**config.mk**
```make
export PLATFORM = sky130hd
export DESIGN_NAME = kwdt_top
export DESIGN_NICKNAME = d
export VERILOG_FILES = /design/src/kwdt_pkg.sv /design/src/kwdt_top.sv
export VERILOG_INCLUDE_DIRS = /design/src
export SDC_FILE = /design/constraint.sdc
export NUM_CORES = 1
export LEC_CHECK = 0
export ABC_AREA = 0
export BUFFER_PORTS_ARGS = -buffer_cell sky130_fd_sc_hd__buf_4
export CAP_MARGIN = 15
export CORE_ASPECT_RATIO = 0.75
export CORE_MARGIN = 2
export CORE_UTILIZATION = 50
export DETAILED_ROUTE_END_ITERATION = 8
export PLACE_DENSITY = 0.73
export SETUP_SLACK_MARGIN = 0.05
export SYNTH_ARGS = -nofsm -noshare
export SYNTH_HDL_FRONTEND = slang
export SYNTH_SLANG_ARGS = --single-unit
```
**constraint.sdc**
```tcl
create_clock -name hclk -period 3.3 [get_ports hclk]
set_clock_uncertainty 0.1 [all_clocks]
set_input_delay 0.165 -clock hclk [delete_from_list [all_inputs] [get_ports hclk]]
set_output_delay 0.165 -clock hclk [all_outputs]
set_load 0.01 [all_outputs]
```
**src/kwdt_consts.svh**
```systemverilog
// register offsets, field positions, reset values and keys of the keyed watchdog
`ifndef KWDT_CONSTS_SVH
`define KWDT_CONSTS_SVH
`define KWDT_IDX_COUNT 16'h4000
`define KWDT_IDX_PERIOD 16'h4001
`define KWDT_IDX_CTRL1 16'h4002
`define KWDT_IDX_CTRL2 16'h4003
`define KWDT_KEY_FIRST 12'h5C6
`define KWDT_KEY_SECOND 12'hA7E
`define KWDT_RST_COUNT 16'hFFFF
`define KWDT_RST_PERIOD 16'hFFFF
`define KWDT_RST_PRESC 16'hFFFF
`define KWDT_RST_MODE 1'b1
`define KWDT_RST_DIVIDE 4'hF
`define KWDT_RST_ROUTE 2'h0
`define KWDT_ROUTE_IRQ 2'h0
`define KWDT_ROUTE_NMI 2'h1
`define KWDT_ROUTE_RST 2'h2
`define KWDT_C1_ROUTE_LSB 12
`define KWDT_C1_SOFT 11
`define KWDT_C1_FREE 10
`define KWDT_C1_PSC_LSB 6
`define KWDT_C1_DIV_LSB 0
`define KWDT_C2_FLAG 15
`define KWDT_C2_ARM 14
`define KWDT_C2_MODE 12
`define KWDT_C2_KEY_LSB 0
`define KWDT_PRESET_DEFAULT 256'hFFFF_7FFF_3FFF_1FFF_0FFF_07FF_03FF_01FF_00FF_007F_003F_001F_000F_0007_0003_0001
`endif

```
**src/kwdt_pkg.sv**
```systemverilog
// types shared by the keyed watchdog
package kwdt_pkg;
  typedef enum logic [1:0] {
    KWDT_INIT,
    KWDT_PRE,
    KWDT_ACTIVE,
    KWDT_TIMEOUT
  } kwdt_state_t;
  typedef logic [15:0] kwdt_word_t;
endpackage

```
**src/kwdt_top.sv**
```systemverilog
// keyed watchdog timer with an ahb-lite register slave
//
// The AHB-Lite register port and the register addresses were chosen for this implementation.
`timescale 1ns/100ps
`default_nettype none
`include "kwdt_consts.svh"
module kwdt_top #(
  parameter logic [255:0] PRESET_TABLE = `KWDT_PRESET_DEFAULT
) (
  input wire logic hclk,
  input wire logic hresetn,
  input wire logic hsel,
  input wire logic [31:0] haddr,
  input wire logic [1:0] htrans,
  input wire logic hwrite,
  input wire logic [2:0] hsize,
  input wire logic hready,
  input wire logic [31:0] hwdata,
  output logic [31:0] hrdata,
  output logic hreadyout,
  output logic hresp,
  output logic watchdog_irq,
  output logic wd_nmi,
  output logic wd_reset_req,
  output kwdt_pkg::kwdt_state_t wd_state
);
  import kwdt_pkg::*;

  // prescaler reload value for a mode and divide field
  function automatic kwdt_word_t presc_load(input logic mode, input logic [3:0] div);
    kwdt_word_t v;
    v = {12'h000, div};
    if (mode) begin
      v = PRESET_TABLE[{div, 4'h0} +: 16];
    end
    return v;
  endfunction

  // matches a word address against a register index
  function automatic logic idx_hit(input logic [31:0] a, input logic [15:0] idx);
    return (a[31:18] == 14'h0000) && (a[17:2] == idx);
  endfunction

  kwdt_state_t st_q, st_d;
  kwdt_word_t main_q, main_d;
  kwdt_word_t period_q;
  kwdt_word_t presc_q, presc_d;
  logic [1:0] route_q;
  logic soft_q, free_q, mode_q, flag_q, seen_q;
  logic [3:0] div_q;
  logic dp_valid_q, dp_write_q;
  logic [31:0] dp_addr_q;
  logic [31:0] hrdata_q;
  logic irq_q, nmi_q, rst_q;

  // address phase capture; the slave never inserts wait states
  wire logic ap_take = hsel & hready & htrans[1];
  wire logic wr_en = dp_valid_q & dp_write_q;
  wire logic sel_count = idx_hit(dp_addr_q, `KWDT_IDX_COUNT);
  wire logic sel_period = idx_hit(dp_addr_q, `KWDT_IDX_PERIOD);
  wire logic sel_ctrl1 = idx_hit(dp_addr_q, `KWDT_IDX_CTRL1);
  wire logic sel_ctrl2 = idx_hit(dp_addr_q, `KWDT_IDX_CTRL2);

  // configuration is open only before arming
  wire logic unlocked = (st_q == KWDT_INIT) | (st_q == KWDT_PRE);
  wire logic [11:0] key = hwdata[`KWDT_C2_KEY_LSB +: 12];
  wire logic key_wr = wr_en & sel_ctrl2;
  wire logic k_first = key == `KWDT_KEY_FIRST;
  wire logic k_second = key == `KWDT_KEY_SECOND;
  wire logic w_arm = hwdata[`KWDT_C2_ARM];
  wire logic w_mode = hwdata[`KWDT_C2_MODE];

  // key sequence decode
  wire logic go_pre = (st_q == KWDT_INIT) & key_wr & k_first;
  wire logic go_arm = (st_q == KWDT_PRE) & key_wr & k_second & w_arm;
  wire logic armed = st_q == KWDT_ACTIVE;
  wire logic svc = armed & key_wr & k_second & seen_q;
  wire logic bad_key = armed & key_wr & ~(k_first | (k_second & seen_q));
  wire logic expire = armed & (main_q == 16'h0000);
  wire logic go_to = bad_key | expire;
  wire logic tick = armed & (presc_q == 16'h0000);
  wire logic pre_ok = (st_q == KWDT_PRE) & (k_first | k_second);
  wire logic c2_wr = key_wr & ((st_q == KWDT_INIT) | pre_ok);
  wire logic load_now = go_arm | svc;
  wire logic load_mode = go_arm ? w_mode : mode_q;

  // register read mux, sampled in the address phase
  wire logic [31:0] rd_count = {16'h0000, main_q};
  wire logic [31:0] rd_period = {16'h0000, period_q};
  wire logic [31:0] rd_ctrl1 = {18'h00000, route_q, soft_q, free_q,
                                presc_q[3:0], 2'h0, div_q};
  wire logic [31:0] rd_ctrl2 = {16'h0000, flag_q, armed, 1'b0, mode_q, 12'h000};
  wire logic [31:0] rd_mux =
    idx_hit(haddr, `KWDT_IDX_COUNT) ? rd_count :
    idx_hit(haddr, `KWDT_IDX_PERIOD) ? rd_period :
    idx_hit(haddr, `KWDT_IDX_CTRL1) ? rd_ctrl1 :
    idx_hit(haddr, `KWDT_IDX_CTRL2) ? rd_ctrl2 : 32'h0000_0000;

  // state sequence; reads never reach here
  always_comb begin
    st_d = st_q;
    unique case (st_q)
      KWDT_INIT: begin
        if (go_pre) begin
          st_d = KWDT_PRE;
        end
      end
      KWDT_PRE: begin
        if (go_arm) begin
          st_d = KWDT_ACTIVE;
        end
      end
      KWDT_ACTIVE: begin
        if (go_to) begin
          st_d = KWDT_TIMEOUT;
        end
      end
      KWDT_TIMEOUT: begin
        st_d = KWDT_TIMEOUT;
      end
    endcase
  end

  // main counter: reload on arm or service, writable while unlocked
  always_comb begin
    main_d = main_q;
    if (load_now) begin
      main_d = period_q;
    end else if (wr_en & sel_count & unlocked) begin
      main_d = hwdata[15:0];
    end else if (tick & ~expire) begin
      main_d = main_q - 16'h0001;
    end
  end

  // prescaler: counts only while armed
  always_comb begin
    presc_d = presc_q;
    if (load_now) begin
      presc_d = presc_load(load_mode, div_q);
    end else if (tick) begin
      presc_d = presc_load(mode_q, div_q);
    end else if (armed) begin
      presc_d = presc_q - 16'h0001;
    end
  end

  // bus pipeline and read data
  always_ff @(posedge hclk or negedge hresetn) begin
    if (!hresetn) begin
      dp_valid_q <= 1'b0;
      dp_write_q <= 1'b0;
      dp_addr_q <= 32'h0000_0000;
      hrdata_q <= 32'h0000_0000;
    end else begin
      dp_valid_q <= ap_take;
      dp_write_q <= hwrite;
      dp_addr_q <= haddr;
      hrdata_q <= (ap_take & ~hwrite) ? rd_mux : hrdata_q;
    end
  end

  // counters and sequence state
  always_ff @(posedge hclk or negedge hresetn) begin
    if (!hresetn) begin
      st_q <= KWDT_INIT;
      main_q <= `KWDT_RST_COUNT;
      presc_q <= `KWDT_RST_PRESC;
      seen_q <= 1'b0;
    end else begin
      st_q <= st_d;
      main_q <= main_d;
      presc_q <= presc_d;
      seen_q <= armed & ~go_to & ((key_wr & k_first) | (seen_q & ~svc));
    end
  end

  // configuration registers
  always_ff @(posedge hclk or negedge hresetn) begin
    if (!hresetn) begin
      period_q <= `KWDT_RST_PERIOD;
      route_q <= `KWDT_RST_ROUTE;
      soft_q <= 1'b0;
      free_q <= 1'b0;
      div_q <= `KWDT_RST_DIVIDE;
      mode_q <= `KWDT_RST_MODE;
    end else begin
      if (wr_en & sel_period & unlocked) begin
        period_q <= hwdata[15:0];
      end
      if (wr_en & sel_ctrl1 & unlocked) begin
        route_q <= hwdata[`KWDT_C1_ROUTE_LSB +: 2];
        soft_q <= hwdata[`KWDT_C1_SOFT];
        free_q <= hwdata[`KWDT_C1_FREE];
        div_q <= hwdata[`KWDT_C1_DIV_LSB +: 4];
      end
      if (c2_wr) begin
        mode_q <= w_mode;
      end
    end
  end

  // timeout flag and routed event pulses
  always_ff @(posedge hclk or negedge hresetn) begin
    if (!hresetn) begin
      flag_q <= 1'b0;
      irq_q <= 1'b0;
      nmi_q <= 1'b0;
      rst_q <= 1'b0;
    end else begin
      flag_q <= flag_q | go_to;
      irq_q <= go_to & (route_q == `KWDT_ROUTE_IRQ);
      nmi_q <= go_to & (route_q == `KWDT_ROUTE_NMI);
      rst_q <= go_to & (route_q == `KWDT_ROUTE_RST);
    end
  end

  // outputs straight from flops; hreadyout and hresp tied to constants
  assign hrdata = hrdata_q;
  assign hreadyout = 1'b1;
  assign hresp = 1'b0;
  assign watchdog_irq = irq_q;
  assign wd_nmi = nmi_q;
  assign wd_reset_req = rst_q;
  assign wd_state = st_q;
endmodule
`default_nettype wire

```
==> metrics.yaml, run 1 <==
run_status:
  outcome: "finished, final reports clean"
clocking:
  cts_tree: "yes"
  post_cts_buffers: 0
  postCtsHoldBufs: 46
  post_cts_resized: 0
  h-tree-depth: 3
  clk_path_buf_depth: 2
  cts_buffers: 9
  clk_latency_ns: 0.35
  clock-sinks: 112
  ctsRootBufferMaster: "clkbuf_16"
  clkTransAtPathRegs_ns: 0.08
drt:
  vias: 5533
  drt_iter0_drc: 410
  totalWireLength_mm: 17.78
  wl_per_cell_um: 19.76
  drc: 0
  detail-route-antenna-nets: 0
  vias_per_cell: 6.148
  drtPass1Iterations: 5
sta:
  fin_tns_setup_ns: 0
  finalSetupViolCount: 0
  slew_violations: 0
  rsz0062_at_grt: "false"
  finalCritPeriodShare_pct: 88.90
  post-route-min-period_ns: 2.934
  hold_viol_final: 0
  max-slew-margin-rel_pct: 30.12
  max_freq_ghz: 0.3409
  worst_slew_pin_slew_ns: 1.048
yosys:
  ys_top_cells_by_area: "dfrtp_1 24%, dfstp_2 23%, mux2_2 5.3%"
  synth_top_cell_area_share_pct: 24.07
  ys.flop_type: "dfrtp_1"
  synth-edff-count: 0
  async_reset_ff_share_pct: 100.0
  ys_warn_count: 0
  syn_avg_cell_area_sq_um: 9.943
  synth_commonest_cells: "59 x dfrtp_1, 53 x dfstp_2, 48 x nor2_1, 46 x nand2_1, 30 x a21oi_1"
  yosysMostFrequentCell: "dfrtp_1"
  ys_seq_elements: 112
  syn_area_sq_um: 6135
  synth_top_cell_by_area: "dfrtp_1"
  ys_seq_area_share_pct: 46.77
  synth_cells: 617
  synth.distinct_cells: 74
placement:
  dp_cells: 837
  place_hpwl_mm: 12.00
  place_congestion: 0.9565
  portBuffers: 72
floorplan:
  die_area_sq_um: 13180
  start_util_pct: 50.57
  die_h_um: 99.93
  ios: 113
  core_area_sq_um: 12130
  rows: 35
  die_x_um: 131.9
cells_and_area:
  syn2layout_area_growth_pct: 24.37
  final_layout_size_suffix_gt1_share_pct: 28.10
  nets: 806
  fin_cells: 900
pwr:
  peakVddDrop_mv: 0.2873
  leakage_uw: 0.003169
  power.density_nw_per_um2: 367.6
critical_path:
  crit_path_start_kind: "flip-flop"
  critPathTopFamily: "simple AND/OR/NAND/NOR gates"
  crit_path_top_delay_cell: "or4bb_1"
  reg2reg_slack_ns: 0.37
  worstPathRequired_ns: 3.49
  path_buf_inv: 2
  r2r_end: "main_q[11]$_DFFE_PN1P_"
  r2r_start: "presc_q[0]$_DFFE_PN1P_"
  reg2reg_depth: 9
  worstPathMaxFanout: 7
  cp_data_arrival_time_ns: 3.12
  crit_type: "reg2reg"
  crit_chain: "inv_1 -> ha_1 -> or4bb_1 -> or4_1 -> buf_4 -> or4_4 -> o211ai_2 -> nand4_1 -> o21a_1"
  critPathMaxStageDelay_ns: 0.53
  startpoint: "presc_q[0]$_DFFE_PN1P_"
  end_kind: "flip-flop"
global_route:
  antenna_found_initial: 1
  grt_use_total_pct: 27.75
  grt_start_max_net_pins: 65
  grt_pass1_wl_mm: 29.01
  grt_pass1_vias: 5466
  globalRouteOverflowTotal: 0
worst_hold_path:
  hold_class: "in2reg"
  whs_path_depth: 2
  worstHoldStart: "hready"
  hold_path_end: "dp_valid_q$_DFF_PN0_"
flow_run:
  maxCapViolCount: 0
==> stage by stage <==
stage	util [%]	area [sq um]	hold WS [ns]	power [uW]	worst slack, ns
after CTS	62.88	7627	0.004985	2812	0.3781
after global routing	62.90	7630	0.005970	2907	0.1133
after floorplan	-	6195	-0.2306	1518	0.6244
after global placement	56.42	6844	0.1353	1613	0.4476
final	62.90	7630	0.006442	2805	0.3663
after detailed placement	56.42	6844	0.1445	1618	0.4073
==> flip-flops by register name, summed over array words and instances (netlist names) <==
| register | count |
|---|---|
| div_q | 4 |
| dp_addr_q | 30 |
| dp_valid_q | 1 |
| dp_write_q | 1 |
| flag_q | 1 |
| free_q | 1 |
| hrdata | 16 |
| main_q | 16 |
| mode_q | 1 |
| period_q | 16 |
| presc_q | 16 |
| route_q | 2 |
| seen_q | 1 |
| soft_q | 1 |
| watchdog_irq | 1 |
| wd_nmi | 1 |
| wd_reset_req | 1 |
| wd_state | 2 |
==> report_power, final <==
part / leakage, uW / internal, uW / total, uW / switching, uW
Sequential: 0.00129 / 1400 / 1430 / 25.9
Combinational: 0.00172 / 104 / 215 / 110
Clock: 0.000157 / 612 / 1160 / 549
Total: 0.00317 / 2120 / 2800 / 685
==> kinds of logic after synthesis <==
family	after synthesis	synth area share [%]
AOI/OAI and AO/OA	146	16.26
xor gates and xnor gates	8	1.142
adders and majority gates	4	0.8159
buffers and inverters	64	5.160
DFF	112	46.77
muxes	46	8.301
other	2	0.1224
and+or+nand+nor	235	21.44
==> how the worst max path moves through the flow <==
stage | to | cells past startpoint
6_report | main_q[11]$_DFFE_PN1P_ | 9
3_3_place_gp | main_q[11]$_DFFE_PN1P_ | 9
3_5_place_dp | main_q[11]$_DFFE_PN1P_ | 9
4_1_cts | main_q[11]$_DFFE_PN1P_ | 9
2_1_floorplan | main_q[0]$_DFFE_PN1P_ | 10
5_1_grt | presc_q[4]$_DFFE_PN1P_ | 6
==> layer usage <==
metal	up-vias	GRT usage, %	share of wire [%]	wire, um
met5	-	0	0	0
met4	0	8.278	2.3	407
met3	36	5.253	7.7	1378
met2	264	44.59	46	8201
met1	2733	38.72	44	7794
li1	2500	-	-	-
==> worst register-to-register path: stages, from the launching register on <==
cell and delay [ns]:
dfstp_2 0.39, inv_1 0.10, ha_1 0.19, or4bb_1 0.53, or4_1 0.49, buf_4 0.20, or4_4 0.51, o211ai_2 0.15
nand4_1 0.11, o21a_1 0.12
==> area by class of cell <==
cell class,instances,area (sq um)
Antenna cell,1,2.502
Clock buffer,9,225.2
Clock inverter,7,97.59
Fill cell,991,4501
Inverter,11,41.29
Multi-Input combinational cell,457,3018
Sequential cell,112,2869
Tap cell,166,207.7
Timing Repair Buffer,137,1169
==> layout by cell type, fill, tap and decap left out, types with 18 or more instances in the layout <==
cell            n
buf_4          89
o21ai_0        27
mux2_2         29
o31ai_1        18
dfrtp_1        59
nor2_1         48
nand2_1        46
nor3_1         19
nor4_1         22
dfstp_2        53
a21oi_1        30
conb_1         18
dlygate4sd3_1  46
Note: power is estimated with default switching activity, not from simulation.
==> run 2: changes to the inputs <==
--- a/config.mk
+++ b/config.mk
@@ -11,9 +11,9 @@
 export CAP_MARGIN = 15
 export CORE_ASPECT_RATIO = 0.75
 export CORE_MARGIN = 2
-export CORE_UTILIZATION = 50
+export CORE_UTILIZATION = 56
 export DETAILED_ROUTE_END_ITERATION = 8
-export PLACE_DENSITY = 0.73
+export PLACE_DENSITY = 0.8
 export SETUP_SLACK_MARGIN = 0.05
 export SYNTH_ARGS = -nofsm -noshare
 export SYNTH_HDL_FRONTEND = slang
==> metrics.yaml, run 2 (same netlist as run 1, synthesis figures left out) <==
global_route:
  grt_pass1_wl_mm: 29.12
  grt_use_total_pct: 31.41
  antenna_found_initial: 0
  globalRouteOverflowTotal: 0
  grt_use_met1_pct: 44.07
  grt_pass1_vias: 5455
  gr-usage-met2_pct: 51.09
  busiest_layer: "met2"
  grt_use_met3_pct: 5.836
  grt_start_max_net_pins: 90
cells_and_area:
  final_layout_size_suffix_gt1_share_pct: 28.13
  final_common_cell: "buf_4"
  nets: 809
  regMostFlops: "dp_addr_q"
  syn2layout_area_growth_pct: 23.86
  largest_reg_flops: 30
  n_antenna_cell: 0
  fin_area_sq_um: 7599
  final_cell_mix: "91 x buf_4, 59 x dfrtp_1, 53 x dfstp_2, 48 x nor2_1, 48 x dlygate4sd3_1"
sta:
  rsz0062_at_grt: "false"
  max_freq_ghz: 0.3414
  slew_violations: 0
  finalCritPeriodShare_pct: 88.76
  fin_tns_setup_ns: 0
  hold_viol_final: 0
  finalSetupViolCount: 0
  post-route-min-period_ns: 2.929
  max-slew-margin-rel_pct: 28.37
  holdWs_ns: 0.02291
  worst_slew_pin_slew_ns: 1.074
critical_path:
  crit_type: "reg2reg"
  crit_path_start_kind: "flip-flop"
  worstPathMaxFanout: 7
  reg2reg_slack_ns: 0.37
  startpoint: "presc_q[0]$_DFFE_PN1P_"
  r2r_end: "main_q[12]$_DFFE_PN1P_"
  end_kind: "flip-flop"
  crit_end: "main_q[12]$_DFFE_PN1P_"
  cp_data_arrival_time_ns: 3.11
  worstPathRequired_ns: 3.48
  r2r_start: "presc_q[0]$_DFFE_PN1P_"
  reg2reg_depth: 9
clocking:
  clkTransAtPathRegs_ns: 0.08
  cts_buffers: 9
  clk_path_buf_depth: 2
  clock-sinks: 112
  cts_tree: "yes"
  ctsRootBufferMaster: "clkbuf_16"
  clk_latency_ns: 0.36
  h-tree-depth: 3
pwr:
  power.density_nw_per_um2: 363.7
  p_seq_share_pct: 51.7
  switchingPower_uw: 707.3
  p_int_uw: 2056
  peakVddDrop_mv: 0.2312
  leakage_uw: 0.003176
  combPwrFrac_pct: 8.0
  swShare_pct: 25.59
  clkPwrFrac_pct: 40.3
drt:
  totalWireLength_mm: 18.00
  detail-route-antenna-nets: 0
  drc: 0
  vias_per_cell: 6.437
  wl_per_cell_um: 20.55
  drt_iter0_drc: 491
  vias: 5639
  drtPass1Iterations: 5
floorplan:
  rows: 33
  die_h_um: 94.64
  core_area_sq_um: 10820
  die_x_um: 124.9
  die_area_sq_um: 11820
  ios: 113
  start_util_pct: 56.71
worst_hold_path:
  hold_class: "in2reg"
placement:
  place_congestion: 0.9714
  portBuffers: 72
  dpl_cell_area_sq_um: 6787
  place_hpwl_mm: 12.12
run_status:
  outcome: "finished, final reports clean"
flow_run:
  maxCapViolCount: 0
==> run 2: critical path: stages (launching register included) <==
cell     delay [ns]
dfstp_2        0.39
inv_1          0.09
ha_1           0.17
or4bb_1        0.52
or4_1          0.49
buf_4          0.20
nor4_1         0.47
xor2_1         0.19
mux2i_1        0.10
o21ai_1        0.13
==> run 2: layout make-up <==
type	instances	area, sq um
fill	783	3219
multi-input combinational	457	3018
sequential	112	2869
timing repair buffer	140	1191
clock buffer	9	225.2
tap	140	175.2
clock inverter	7	78.83
inverter	11	41.29
==> run 2: worst min path at each step <==
stage | from | to | slack, ns | cells after the start
after floorplan | hresetn | dp_addr_q[10]$_DFF_PN0_ | -0.23 | 0
final | hready | dp_valid_q$_DFF_PN0_ | 0.02 | 2
after global placement | hwrite | dp_write_q$_DFF_PN0_ | 0.18 | 1
after global routing | hready | dp_valid_q$_DFF_PN0_ | 0.01 | 2
after CTS | hready | dp_valid_q$_DFF_PN0_ | 0.009 | 2
after detailed placement | haddr[16] | dp_addr_q[16]$_DFF_PN0_ | 0.18 | 1
==> run 2: power by group through the flow <==
stage	clock [uW]	sequential, uW	combinational [uW]
after floorplan	0	1440	80.3
after global placement	0	1450	162
after detailed placement	0	1450	166
after CTS	1130	1430	212
after global routing	1180	1430	239
final	1110	1430	222
==> run 2: per-stage QoR <==
stage | power, uW | utilization, % | cells | setup WS (ns)
2_1_floorplan | 1518 | - | 633 | 0.6244
3_3_place_gp | 1612 | 62.73 | 811 | 0.4862
3_5_place_dp | 1617 | 62.73 | 811 | 0.4343
4_1_cts | 2768 | 69.99 | 875 | 0.4133
5_1_grt | 2857 | 70.24 | 876 | 0.1775
6_report | 2764 | 70.24 | 876 | 0.3708
==> run 2: repair_timing <==
item | CTS | global route
hold buffers | 48 | 0
resized for setup | 0 | 0
setup buffers | 0 | 0
endpoints found under the hold margin | 112 | 0
==> run 2: metal layers <==
metal / vias up / routed length [um] / part of all wire, %
met5: - / 0 / 0
met4: 0 / 278 / 1.5
met3: 24 / 1793 / 10
met2: 363 / 8343 / 46
met1: 2758 / 7582 / 42
li1: 2494 / - / -
